--- config.mk ---
export PLATFORM = sky130hd
export DESIGN_NAME = power_switch_test_regs
export DESIGN_NICKNAME = d
export VERILOG_FILES = /design/src/design/pst_pkg.sv /design/src/design/phase_drive_if.sv /design/src/design/power_switch_test_regs.sv /design/src/design/phase_guard.sv
export SDC_FILE = /design/constraint.sdc
export NUM_CORES = 1
export LEC_CHECK = 0
export BUFFER_PORTS_ARGS = -buffer_cell sky130_fd_sc_hd__buf_2
export CORE_ASPECT_RATIO = 1.75
export CORE_MARGIN = 1
export CORE_UTILIZATION = 40
export CTS_CLUSTER_SIZE = 30
export DETAILED_ROUTE_END_ITERATION = 10
export PLACE_DENSITY_LB_ADDON = 0.08
export SLEW_MARGIN = 20
export SYNTH_ARGS = -nofsm -noshare
export SYNTH_HDL_FRONTEND = slang
export SYNTH_SLANG_ARGS = --single-unit
--- constraint.sdc ---
create_clock -name clk -period 2.9 [get_ports clk]
set_input_delay 0.29 -clock clk [delete_from_list [all_inputs] [get_ports clk]]
set_output_delay 0.29 -clock clk [all_outputs]
set_load 0.1 [all_outputs]
--- src/design/pst_pkg.sv ---
// Constants and types for the power-switch self-test register block.
// Assumes AXI4-Lite byte addresses with the registers in the low 256 bytes.
package pst_pkg;
	localparam int          REG_W        = 16;
	localparam int          NUM_GATES    = 6;
	localparam int          GATE_STRIDE  = 2;
	localparam int          MIN_ADDR_W   = 8;
	// Byte addresses: write ports and read ports are separate
	localparam logic [7:0]  ADDR_CTRL_WR = 8'h5c;
	localparam logic [7:0]  ADDR_CTRL_RD = 8'hdc;
	localparam logic [7:0]  ADDR_ARM_WR  = 8'h60;
	localparam logic [7:0]  ADDR_ARM_RD  = 8'he0;
	localparam logic [7:0]  ADDR_STAT_RD = 8'he4;
	localparam logic [7:0]  ADDR_CMP_RD  = 8'he8;
	localparam logic [7:0]  ADDR_SCR_WR  = 8'h7c;
	localparam logic [7:0]  ADDR_SCR_RD  = 8'hfc;
	// Arm and forced-drive register
	localparam int          ARM_BIT      = 12;
	localparam logic [15:0] ARM_MASK     = 16'h1555;
	// Control register fields
	localparam int          CTL_MANUAL   = 11;
	localparam int          CTL_RMID_W   = 8;
	localparam int          CTL_SAVE_CLR = 7;
	localparam int          CTL_CMP_SEL  = 4;
	localparam int          CTL_TYPE_LO  = 2;
	localparam int          CTL_START    = 1;
	localparam int          CTL_STOP     = 0;
	// Status register fields
	localparam int          STAT_RUN     = 5;
	localparam int          STAT_ERR     = 4;
	localparam logic [15:0] REG_RESET    = 16'h0000;
	localparam logic [1:0]  RESP_OKAY    = 2'b00;
	localparam logic [1:0]  RESP_SLVERR  = 2'b10;

	typedef enum logic [1:0] {TYPE_A, TYPE_B, TYPE_C, TYPE_D} test_type_t;
	typedef enum logic {SEQ_IDLE, SEQ_RUN} seq_state_t;
endpackage : pst_pkg

--- src/design/phase_drive_if.sv ---
// Requested and guarded gate drive values of one motor phase.
// Assumes the owner drives the requests and one phase_guard drives the outputs.
`timescale 1ns/100ps
`default_nettype none
interface phase_drive_if;
	logic hs_req;
	logic ls_req;
	logic hs_out;
	logic ls_out;
	modport guard (input hs_req, input ls_req, output hs_out, output ls_out);
	modport owner (output hs_req, output ls_req, input hs_out, input ls_out);
endinterface : phase_drive_if
`default_nettype wire

--- src/design/power_switch_test_regs.sv ---
// Register side of the external power-switch self-test, AXI4-Lite slave.
// Assumes a step sequencer on clk consumes the start, abort, type and drive outputs.
//
// Overview of operation
// - Start requests ignored while test is disarmed
// - Disarming during a run aborts it at once
// - Armed device accepts a sequence start request
// - Manual and resistor bits locked, cleared when disarmed
// - High-side forced values at bits 10, 6, 2
// - Low-side forced values at bits 8, 4, 0
// - Both sides on drives the phase off
// - Status bit 5 shows sequence running
// - Status bit 4 flags mismatch, types A-C
// - Status field holds last or mismatching step
// - Select 0 reads saved comparator values
// - Select 1 reads live comparator values
// - Arm register written at 60h, read E0h
// - Scratch register at 7Ch and FCh stores value
// - Start needs arming and reads back zero
// - Two-bit type field selects A, B, C, D
// - Stop beats a simultaneous start request
// - Saved-result clear wipes captures and mismatch flag
//
// Chosen here: register access over AXI4-Lite.
`timescale 1ns/100ps
`default_nettype none
module power_switch_test_regs
	import pst_pkg::*;
#(
	parameter int ADDR_W = 8
)
(
	// Clock and reset
	input  wire logic                           clk,
	input  wire logic                           sys_rst,
	// AXI4-Lite slave
	input  wire logic [ADDR_W-1:0]              s_axi_awaddr,
	input  wire logic                           s_axi_awvalid,
	output logic                                s_axi_awready,
	input  wire logic [31:0]                    s_axi_wdata,
	input  wire logic [3:0]                     s_axi_wstrb,
	input  wire logic                           s_axi_wvalid,
	output logic                                s_axi_wready,
	output logic [1:0]                          s_axi_bresp,
	output logic                                s_axi_bvalid,
	input  wire logic                           s_axi_bready,
	input  wire logic [ADDR_W-1:0]              s_axi_araddr,
	input  wire logic                           s_axi_arvalid,
	output logic                                s_axi_arready,
	output logic [31:0]                         s_axi_rdata,
	output logic [1:0]                          s_axi_rresp,
	output logic                                s_axi_rvalid,
	input  wire logic                           s_axi_rready,
	// Sequencer control
	output logic                                seq_start,
	output logic                                seq_abort,
	output pst_pkg::test_type_t                 seq_type,
	input  wire logic                           seq_done,
	input  wire logic                           seq_step_valid,
	input  wire logic [2:0]                     seq_step,
	input  wire logic                           seq_mismatch,
	input  wire logic                           seq_capture,
	input  wire logic [pst_pkg::NUM_GATES-1:0]  seq_capture_cmp,
	input  wire logic [pst_pkg::NUM_GATES-1:0]  live_cmp,
	// Test mode outputs
	output logic                                manual_cmp_mode,
	output logic                                mid_resistor_u_on,
	output logic                                mid_resistor_v_on,
	output logic                                mid_resistor_w_on,
	output logic [2:0]                          forced_high,
	output logic [2:0]                          forced_low
);
	import pst_pkg::*;

	if (ADDR_W < MIN_ADDR_W)
	begin : g_bad_addr_w
		$error("ADDR_W too small for the register map");
	end

	logic                  aw_held, next_aw_held;
	logic [ADDR_W-1:0]     awaddr_q, next_awaddr_q;
	logic                  w_held, next_w_held;
	logic [31:0]           wdata_q, next_wdata_q;
	logic [3:0]            wstrb_q, next_wstrb_q;
	logic                  bvalid, next_bvalid;
	logic [1:0]            bresp, next_bresp;
	logic                  rvalid, next_rvalid;
	logic [31:0]           rdata, next_rdata;
	logic [1:0]            rresp, next_rresp;
	logic [REG_W-1:0]      arm_reg, next_arm_reg;
	logic                  manual, next_manual;
	logic [2:0]            rmid, next_rmid;
	logic                  cmp_sel, next_cmp_sel;
	test_type_t            test_type, next_test_type;
	logic [REG_W-1:0]      scratch_bits, next_scratch_bits;
	seq_state_t            state, next_state;
	logic                  err, next_err;
	logic [2:0]            last_step_index, next_last_step_index;
	logic [NUM_GATES-1:0]  saved_cmp, next_saved_cmp;
	logic                  start_pulse, next_start_pulse;
	logic                  abort_pulse, next_abort_pulse;
	logic                  wr_fire, rd_fire;
	logic                  start_req, stop_req, clear_req, disarm_now;
	logic [REG_W-1:0]      ctrl_word, stat_word, cmp_word, rd_word;
	logic [NUM_GATES-1:0]  cmp_view;

	function automatic logic [REG_W-1:0] merge16(input logic [REG_W-1:0] old,
		input logic [31:0] d, input logic [3:0] s);
		merge16 = old;
		if (s[0])
			merge16[7:0] = d[7:0];
		if (s[1])
			merge16[15:8] = d[15:8];
	endfunction : merge16

	function automatic logic addr_is(input logic [ADDR_W-1:0] a, input logic [7:0] r);
		addr_is = (a == ADDR_W'(r));
	endfunction : addr_is

	assign s_axi_awready = ~aw_held & ~bvalid;
	assign s_axi_wready  = ~w_held & ~bvalid;
	assign s_axi_arready = ~rvalid;
	assign wr_fire       = aw_held & w_held & ~bvalid;
	assign rd_fire       = s_axi_arvalid & ~rvalid;

	// Read views
	always_comb
	begin
		cmp_view  = cmp_sel ? live_cmp : saved_cmp;
		ctrl_word = REG_RESET;
		ctrl_word[CTL_MANUAL] = manual;
		ctrl_word[CTL_RMID_W +: 3] = rmid;
		ctrl_word[CTL_CMP_SEL] = cmp_sel;
		ctrl_word[CTL_TYPE_LO +: 2] = test_type;
		stat_word = REG_RESET;
		stat_word[STAT_RUN] = (state == SEQ_RUN);
		stat_word[STAT_ERR] = err;
		stat_word[2:0] = last_step_index;
		cmp_word = REG_RESET;
		for (int i = 0; i < NUM_GATES; i++)
			cmp_word[GATE_STRIDE*i] = cmp_view[i];
		if (addr_is(s_axi_araddr, ADDR_CTRL_RD))
			rd_word = ctrl_word;
		else if (addr_is(s_axi_araddr, ADDR_ARM_RD))
			rd_word = arm_reg;
		else if (addr_is(s_axi_araddr, ADDR_STAT_RD))
			rd_word = stat_word;
		else if (addr_is(s_axi_araddr, ADDR_CMP_RD))
			rd_word = cmp_word;
		else if (addr_is(s_axi_araddr, ADDR_SCR_RD))
			rd_word = scratch_bits;
		else
			rd_word = REG_RESET;
	end

	// Bus slave and register writes
	always_comb
	begin
		next_aw_held = aw_held;
		next_awaddr_q = awaddr_q;
		next_w_held = w_held;
		next_wdata_q = wdata_q;
		next_wstrb_q = wstrb_q;
		next_bvalid = bvalid & ~s_axi_bready;
		next_bresp = bresp;
		next_rvalid = rvalid & ~s_axi_rready;
		next_rdata = rdata;
		next_rresp = rresp;
		next_arm_reg = arm_reg;
		next_manual = manual;
		next_rmid = rmid;
		next_cmp_sel = cmp_sel;
		next_test_type = test_type;
		next_scratch_bits = scratch_bits;
		start_req = 1'b0;
		stop_req = 1'b0;
		clear_req = 1'b0;
		if (s_axi_awvalid && s_axi_awready)
		begin
			next_aw_held = 1'b1;
			next_awaddr_q = s_axi_awaddr;
		end
		if (s_axi_wvalid && s_axi_wready)
		begin
			next_w_held = 1'b1;
			next_wdata_q = s_axi_wdata;
			next_wstrb_q = s_axi_wstrb;
		end
		if (wr_fire)
		begin
			next_aw_held = 1'b0;
			next_w_held = 1'b0;
			next_bvalid = 1'b1;
			next_bresp = RESP_OKAY;
			if (addr_is(awaddr_q, ADDR_ARM_WR))
				next_arm_reg = merge16(arm_reg, wdata_q, wstrb_q) & ARM_MASK;
			else if (addr_is(awaddr_q, ADDR_SCR_WR))
				next_scratch_bits = merge16(scratch_bits, wdata_q, wstrb_q);
			else if (addr_is(awaddr_q, ADDR_CTRL_WR))
			begin
				if (wstrb_q[0])
				begin
					// Start, stop and clear are pulses and never stored
					start_req = wdata_q[CTL_START];
					stop_req = wdata_q[CTL_STOP];
					clear_req = wdata_q[CTL_SAVE_CLR];
					next_cmp_sel = wdata_q[CTL_CMP_SEL];
					next_test_type = test_type_t'(wdata_q[CTL_TYPE_LO +: 2]);
				end
				if (wstrb_q[1] && arm_reg[ARM_BIT])
				begin
					next_manual = wdata_q[CTL_MANUAL];
					next_rmid = wdata_q[CTL_RMID_W +: 3];
				end
			end
			else
				next_bresp = RESP_SLVERR;
		end
		disarm_now = ~next_arm_reg[ARM_BIT];
		if (disarm_now)
		begin
			next_manual = 1'b0;
			next_rmid = 3'h0;
		end
		if (rd_fire)
		begin
			next_rvalid = 1'b1;
			next_rdata = {16'h0000, rd_word};
			if (addr_is(s_axi_araddr, ADDR_CTRL_RD) || addr_is(s_axi_araddr, ADDR_ARM_RD)
				|| addr_is(s_axi_araddr, ADDR_STAT_RD) || addr_is(s_axi_araddr, ADDR_CMP_RD)
				|| addr_is(s_axi_araddr, ADDR_SCR_RD))
				next_rresp = RESP_OKAY;
			else
				next_rresp = RESP_SLVERR;
		end
	end

	// Sequence run state and results
	always_comb
	begin
		next_state = state;
		next_start_pulse = 1'b0;
		next_abort_pulse = 1'b0;
		next_err = err;
		next_last_step_index = last_step_index;
		next_saved_cmp = saved_cmp;
		case (state)
			SEQ_IDLE:
			begin
				if (start_req && !stop_req && arm_reg[ARM_BIT])
				begin
					next_state = SEQ_RUN;
					next_start_pulse = 1'b1;
					next_last_step_index = 3'h0;
				end
			end
			SEQ_RUN:
			begin
				if (stop_req || disarm_now)
				begin
					next_state = SEQ_IDLE;
					next_abort_pulse = 1'b1;
				end
				else if (seq_done)
					next_state = SEQ_IDLE;
			end
			default:
				next_state = SEQ_IDLE;
		endcase
		if (clear_req)
		begin
			next_err = 1'b0;
			next_saved_cmp = '0;
		end
		if (state == SEQ_RUN)
		begin
			if (seq_capture)
				next_saved_cmp = seq_capture_cmp;
			// A captured mismatch freezes the step number until a saved-result clear; a later mismatch or an accepted start overwrites it
			if (seq_mismatch && test_type != TYPE_D)
			begin
				next_err = 1'b1;
				next_last_step_index = seq_step;
			end
			else if (seq_step_valid && !err)
				next_last_step_index = seq_step;
		end
	end

	always_ff @(posedge clk)
	begin
		if (sys_rst)
		begin
			aw_held <= 1'b0;
			awaddr_q <= '0;
			w_held <= 1'b0;
			wdata_q <= 32'h0000_0000;
			wstrb_q <= 4'h0;
			bvalid <= 1'b0;
			bresp <= RESP_OKAY;
			rvalid <= 1'b0;
			rdata <= 32'h0000_0000;
			rresp <= RESP_OKAY;
			arm_reg <= REG_RESET;
			manual <= 1'b0;
			rmid <= 3'h0;
			cmp_sel <= 1'b0;
			test_type <= TYPE_A;
			scratch_bits <= REG_RESET;
			state <= SEQ_IDLE;
			err <= 1'b0;
			last_step_index <= 3'h0;
			saved_cmp <= '0;
			start_pulse <= 1'b0;
			abort_pulse <= 1'b0;
		end
		else
		begin
			aw_held <= next_aw_held;
			awaddr_q <= next_awaddr_q;
			w_held <= next_w_held;
			wdata_q <= next_wdata_q;
			wstrb_q <= next_wstrb_q;
			bvalid <= next_bvalid;
			bresp <= next_bresp;
			rvalid <= next_rvalid;
			rdata <= next_rdata;
			rresp <= next_rresp;
			arm_reg <= next_arm_reg;
			manual <= next_manual;
			rmid <= next_rmid;
			cmp_sel <= next_cmp_sel;
			test_type <= next_test_type;
			scratch_bits <= next_scratch_bits;
			state <= next_state;
			err <= next_err;
			last_step_index <= next_last_step_index;
			saved_cmp <= next_saved_cmp;
			start_pulse <= next_start_pulse;
			abort_pulse <= next_abort_pulse;
		end
	end

	phase_drive_if drv [3] ();

	for (genvar p = 0; p < 3; p++)
	begin : g_phase
		// Phase 2 is U, 1 is V, 0 is W
		assign drv[p].hs_req = arm_reg[GATE_STRIDE*(2*p+1)];
		assign drv[p].ls_req = arm_reg[GATE_STRIDE*(2*p)];
		assign forced_high[p] = drv[p].hs_out;
		assign forced_low[p] = drv[p].ls_out;
		phase_guard u_guard (
			.clk     (clk),
			.sys_rst (sys_rst),
			.drv     (drv[p])
		);
	end

	assign s_axi_bvalid = bvalid;
	assign s_axi_bresp = bresp;
	assign s_axi_rvalid = rvalid;
	assign s_axi_rdata = rdata;
	assign s_axi_rresp = rresp;
	assign seq_start = start_pulse;
	assign seq_abort = abort_pulse;
	assign seq_type = test_type;
	assign manual_cmp_mode = manual;
	assign {mid_resistor_u_on, mid_resistor_v_on, mid_resistor_w_on} = rmid;
endmodule : power_switch_test_regs
`default_nettype wire

--- src/design/phase_guard.sv ---
// Shoot-through guard for the forced drive values of one phase.
// Assumes requests come from logic on clk.
`timescale 1ns/100ps
`default_nettype none
module phase_guard
(
	// Clock and reset
	input  wire logic    clk,
	input  wire logic    sys_rst,
	// Drive values
	phase_drive_if.guard drv
);
	logic hs;
	logic ls;
	logic next_hs;
	logic next_ls;

	always_comb
	begin
		// Both sides on turns the phase fully off
		next_hs = drv.hs_req & ~drv.ls_req;
		next_ls = drv.ls_req & ~drv.hs_req;
	end

	always_ff @(posedge clk)
	begin
		if (sys_rst)
		begin
			hs <= 1'b0;
			ls <= 1'b0;
		end
		else
		begin
			hs <= next_hs;
			ls <= next_ls;
		end
	end

	assign drv.hs_out = hs;
	assign drv.ls_out = ls;
endmodule : phase_guard
`default_nettype wire

==> impl_results.md <==
* Slew margin rel. at 55.6%
* Crit path kind: flip-flop to flip-flop
* Grt ovf at 0
* Seq pwr share at 47.8%
* P_leak at 0.00211 µW
* Unique cell type count in the Yosys netlist at 57
* P_int at 2120 µW
* Status: completed
* Multi-input logic area at 2060 µm²
* VDD IR max at 0.000345 V
* Clock transition at path regs at 0.06 ns
* Total power at 2940 µW
* 1st-iter DRT viols at 142
* Wirelength per Cell at 15.7 µm
* Final Hold Fails at 0
* Register area share after synthesis at 45.0%
* CTS tree: yes
* TNS Setup at 0 ns
* H-tree Lvls at 3
* Post-CTS Resized at 0
* Slew @ Worst Pin at 0.666 ns
* Row count at 49
* CTS Buf Count at 9
* # DRC at 0
* Total track usage at 20.4%
* Clock tree buffer depth at 2
* Avg Inst Size Synth at 8.58 µm²
* Mapped cell area at 4310 µm²
* Async set or reset register ratio after synthesis at 0%
* Core Footprint at 10400 µm²
* Routed wire length at 11100 µm
* Largest net degree at the start of global routing at 56
* R2R setup slack at 0.94 ns
* Die footprint at 11200 µm²
* Vias in the first global route at 3400
* Fillcell total at 1061
* Share of the synthesized area in the top cell type at 45.0%
* Final critical-path share of the clock period at 67.4%
* Detailed Routing Iterations Pass 1 at 4
* Dominant synthesized flop cell: dfxtp_1
* Net Switching at 813 µW
* Max-Cap Viols at 0
* CTS Sinks at 97
* Grt met1 use at 23.3%
* Synth area leader: dfxtp_1
* Most used routing layer: met2
* Die Width at 80.5 µm
* Final setup violation count at 0
* Crit-path max FO at 15
* Area grow syn2layout at 16.0%
* Routability-driven placement congestion ratio at 0.860
* Final design area excluding fillers at 5000 µm²
* Most frequent cells in the layout: 97 x dfxtp_1, 96 x buf_2, 74 x nand2_1, 53 x a21oi_1, 33 x o21ai_0
* Layout cell share with drive strength beyond 1 at 22.0%
* Min cycle time layout at 1.96 ns
* Setup bufs post-CTS at 0
* Utilization after layout at 48.3%
* Vias at 3701
* Critical Path Start Type: flip-flop
* Register bit total from synthesis at 97
* CTS Hold Bufs at 0
* CP Data Required Time at 3.13 ns
* Part of the power in the clock network at 39.4%
* Clock Root Buffer: clkbuf_16
* Top post-synthesis cells by area: dfxtp_1 45%, nand2_1 6.4%, a21oi_1 6.1%
* PwrDens at 587 nW/µm²
* Most common cell after layout, fill and taps aside: dfxtp_1
* Clock network latency to the later pin of the worst-skew pair at 0.33 ns
* RSZ-0062 raised after global routing: false
* Maximum clock rate at 511 MHz
* Initial core utilization at 41.6%
* Initial antenna violation count at 0
* Comb power frac at 12.8%
* Post-route ant nets at 0
* Vias per cell at 5.26
* Port Buf Inserts at 96
* FF+latch area at 1940 µm²
* Post-synth EDFFs at 0
* Critical Path AT at 2.19 ns
* Met2 Use GR at 36.0%
* Worst Skew at 0.00448 ns
* N_diodes at 0
* HPWL after detailed placement at 8330 µm
* Post-Synthesis Cells at 503
* Critical Path End Type: flip-flop
* First-pass GRT wire length at 17500 µm
* NumNets Final at 650
* Switching share of total power at 27.7%
* Hold Path Class: input pin to flip-flop
* Fin. max-slew vios at 0
* I/O Pins at 133
* Warnings from Yosys at 0
* GR met3 Demand/Resource at 3.61%
* Dpl cell area at 4710 µm²
* Die H at 139 µm
-- Yosys cell counts (all sizes together), types with 7 or more instances --
cell type  instances
dfxtp             97
nand2             74
a21oi             53
buf               37
o21ai             33
nor2              30
nand3             26
clkbuf            19
mux2i             13
inv               11
nor3b              9
and2               8
nor3               8
a22oi              7
-- routing by layer --
metal / up-vias / share of wire [%]
li1: 1875 / -
met1: 1709 / 41
met2: 99 / 52
met3: 18 / 3.7
met4: 0 / 3.2
met5: - / 0
-- power by group through the flow --
stage               sequential (µW)  combinational (µW)  clock (µW)
finish                         1400                 376        1160
floorplan                      1450                 290           0
global placement               1430                 374           0
detailed placement             1430                 376           0
global route                   1410                 405        1240
CTS                            1400                 378        1180
-- area by class of cell --
type                            instances  share of cell area, %
Clock buffer                           15                   5.75
Clock inverter                          1                  0.150
Inverter                               11                  0.825
Multi-Input combinational cell        356                   41.3
Sequential cell                        97                   38.8
Tap cell                              127                   3.18
Timing Repair Buffer                   97                   10.0
-- stage by stage --
stage | std cells | hold slack [ns] | worst slack (ns)
after global placement | 688 | 0.439 | 0.935
after global routing | 704 | 0.193 | 0.828
after CTS | 704 | 0.183 | 0.919
after floorplan | 520 | 0.426 | 0.000752
after detailed placement | 688 | 0.444 | 0.933
final | 704 | 0.187 | 0.944
-- path summary, 6_finish.rpt --
| check | startpoint | end | depth (start not counted) |
|---|---|---|---|
| setup / recovery | awaddr_q[5] | seq_abort | 4 |
| hold reg to reg | wdata_q[15] | wdata_q[15] | 2 |
| hold / removal | s_axi_wdata[2] | wdata_q[2] | 3 |
| setup reg to reg | awaddr_q[5] | seq_abort | 4 |
-- cells by family after synthesis --
kind of cell / share of synthesized area, %
and+or+nand+nor: 23.6
muxes: 4.87
other: 0.0869
AOI/OAI and AO/OA: 17.8
DFF: 45.0
buffers and inverters: 8.67
-- critical path, cell delays in order (launching register included) --
cell and delay [ns]:
dfxtp_1 0.69, nor4b_4 0.37, nand4_2 0.27, mux2i_4 0.31, o21a_1 0.21
(Power assumes the default switching activity.)
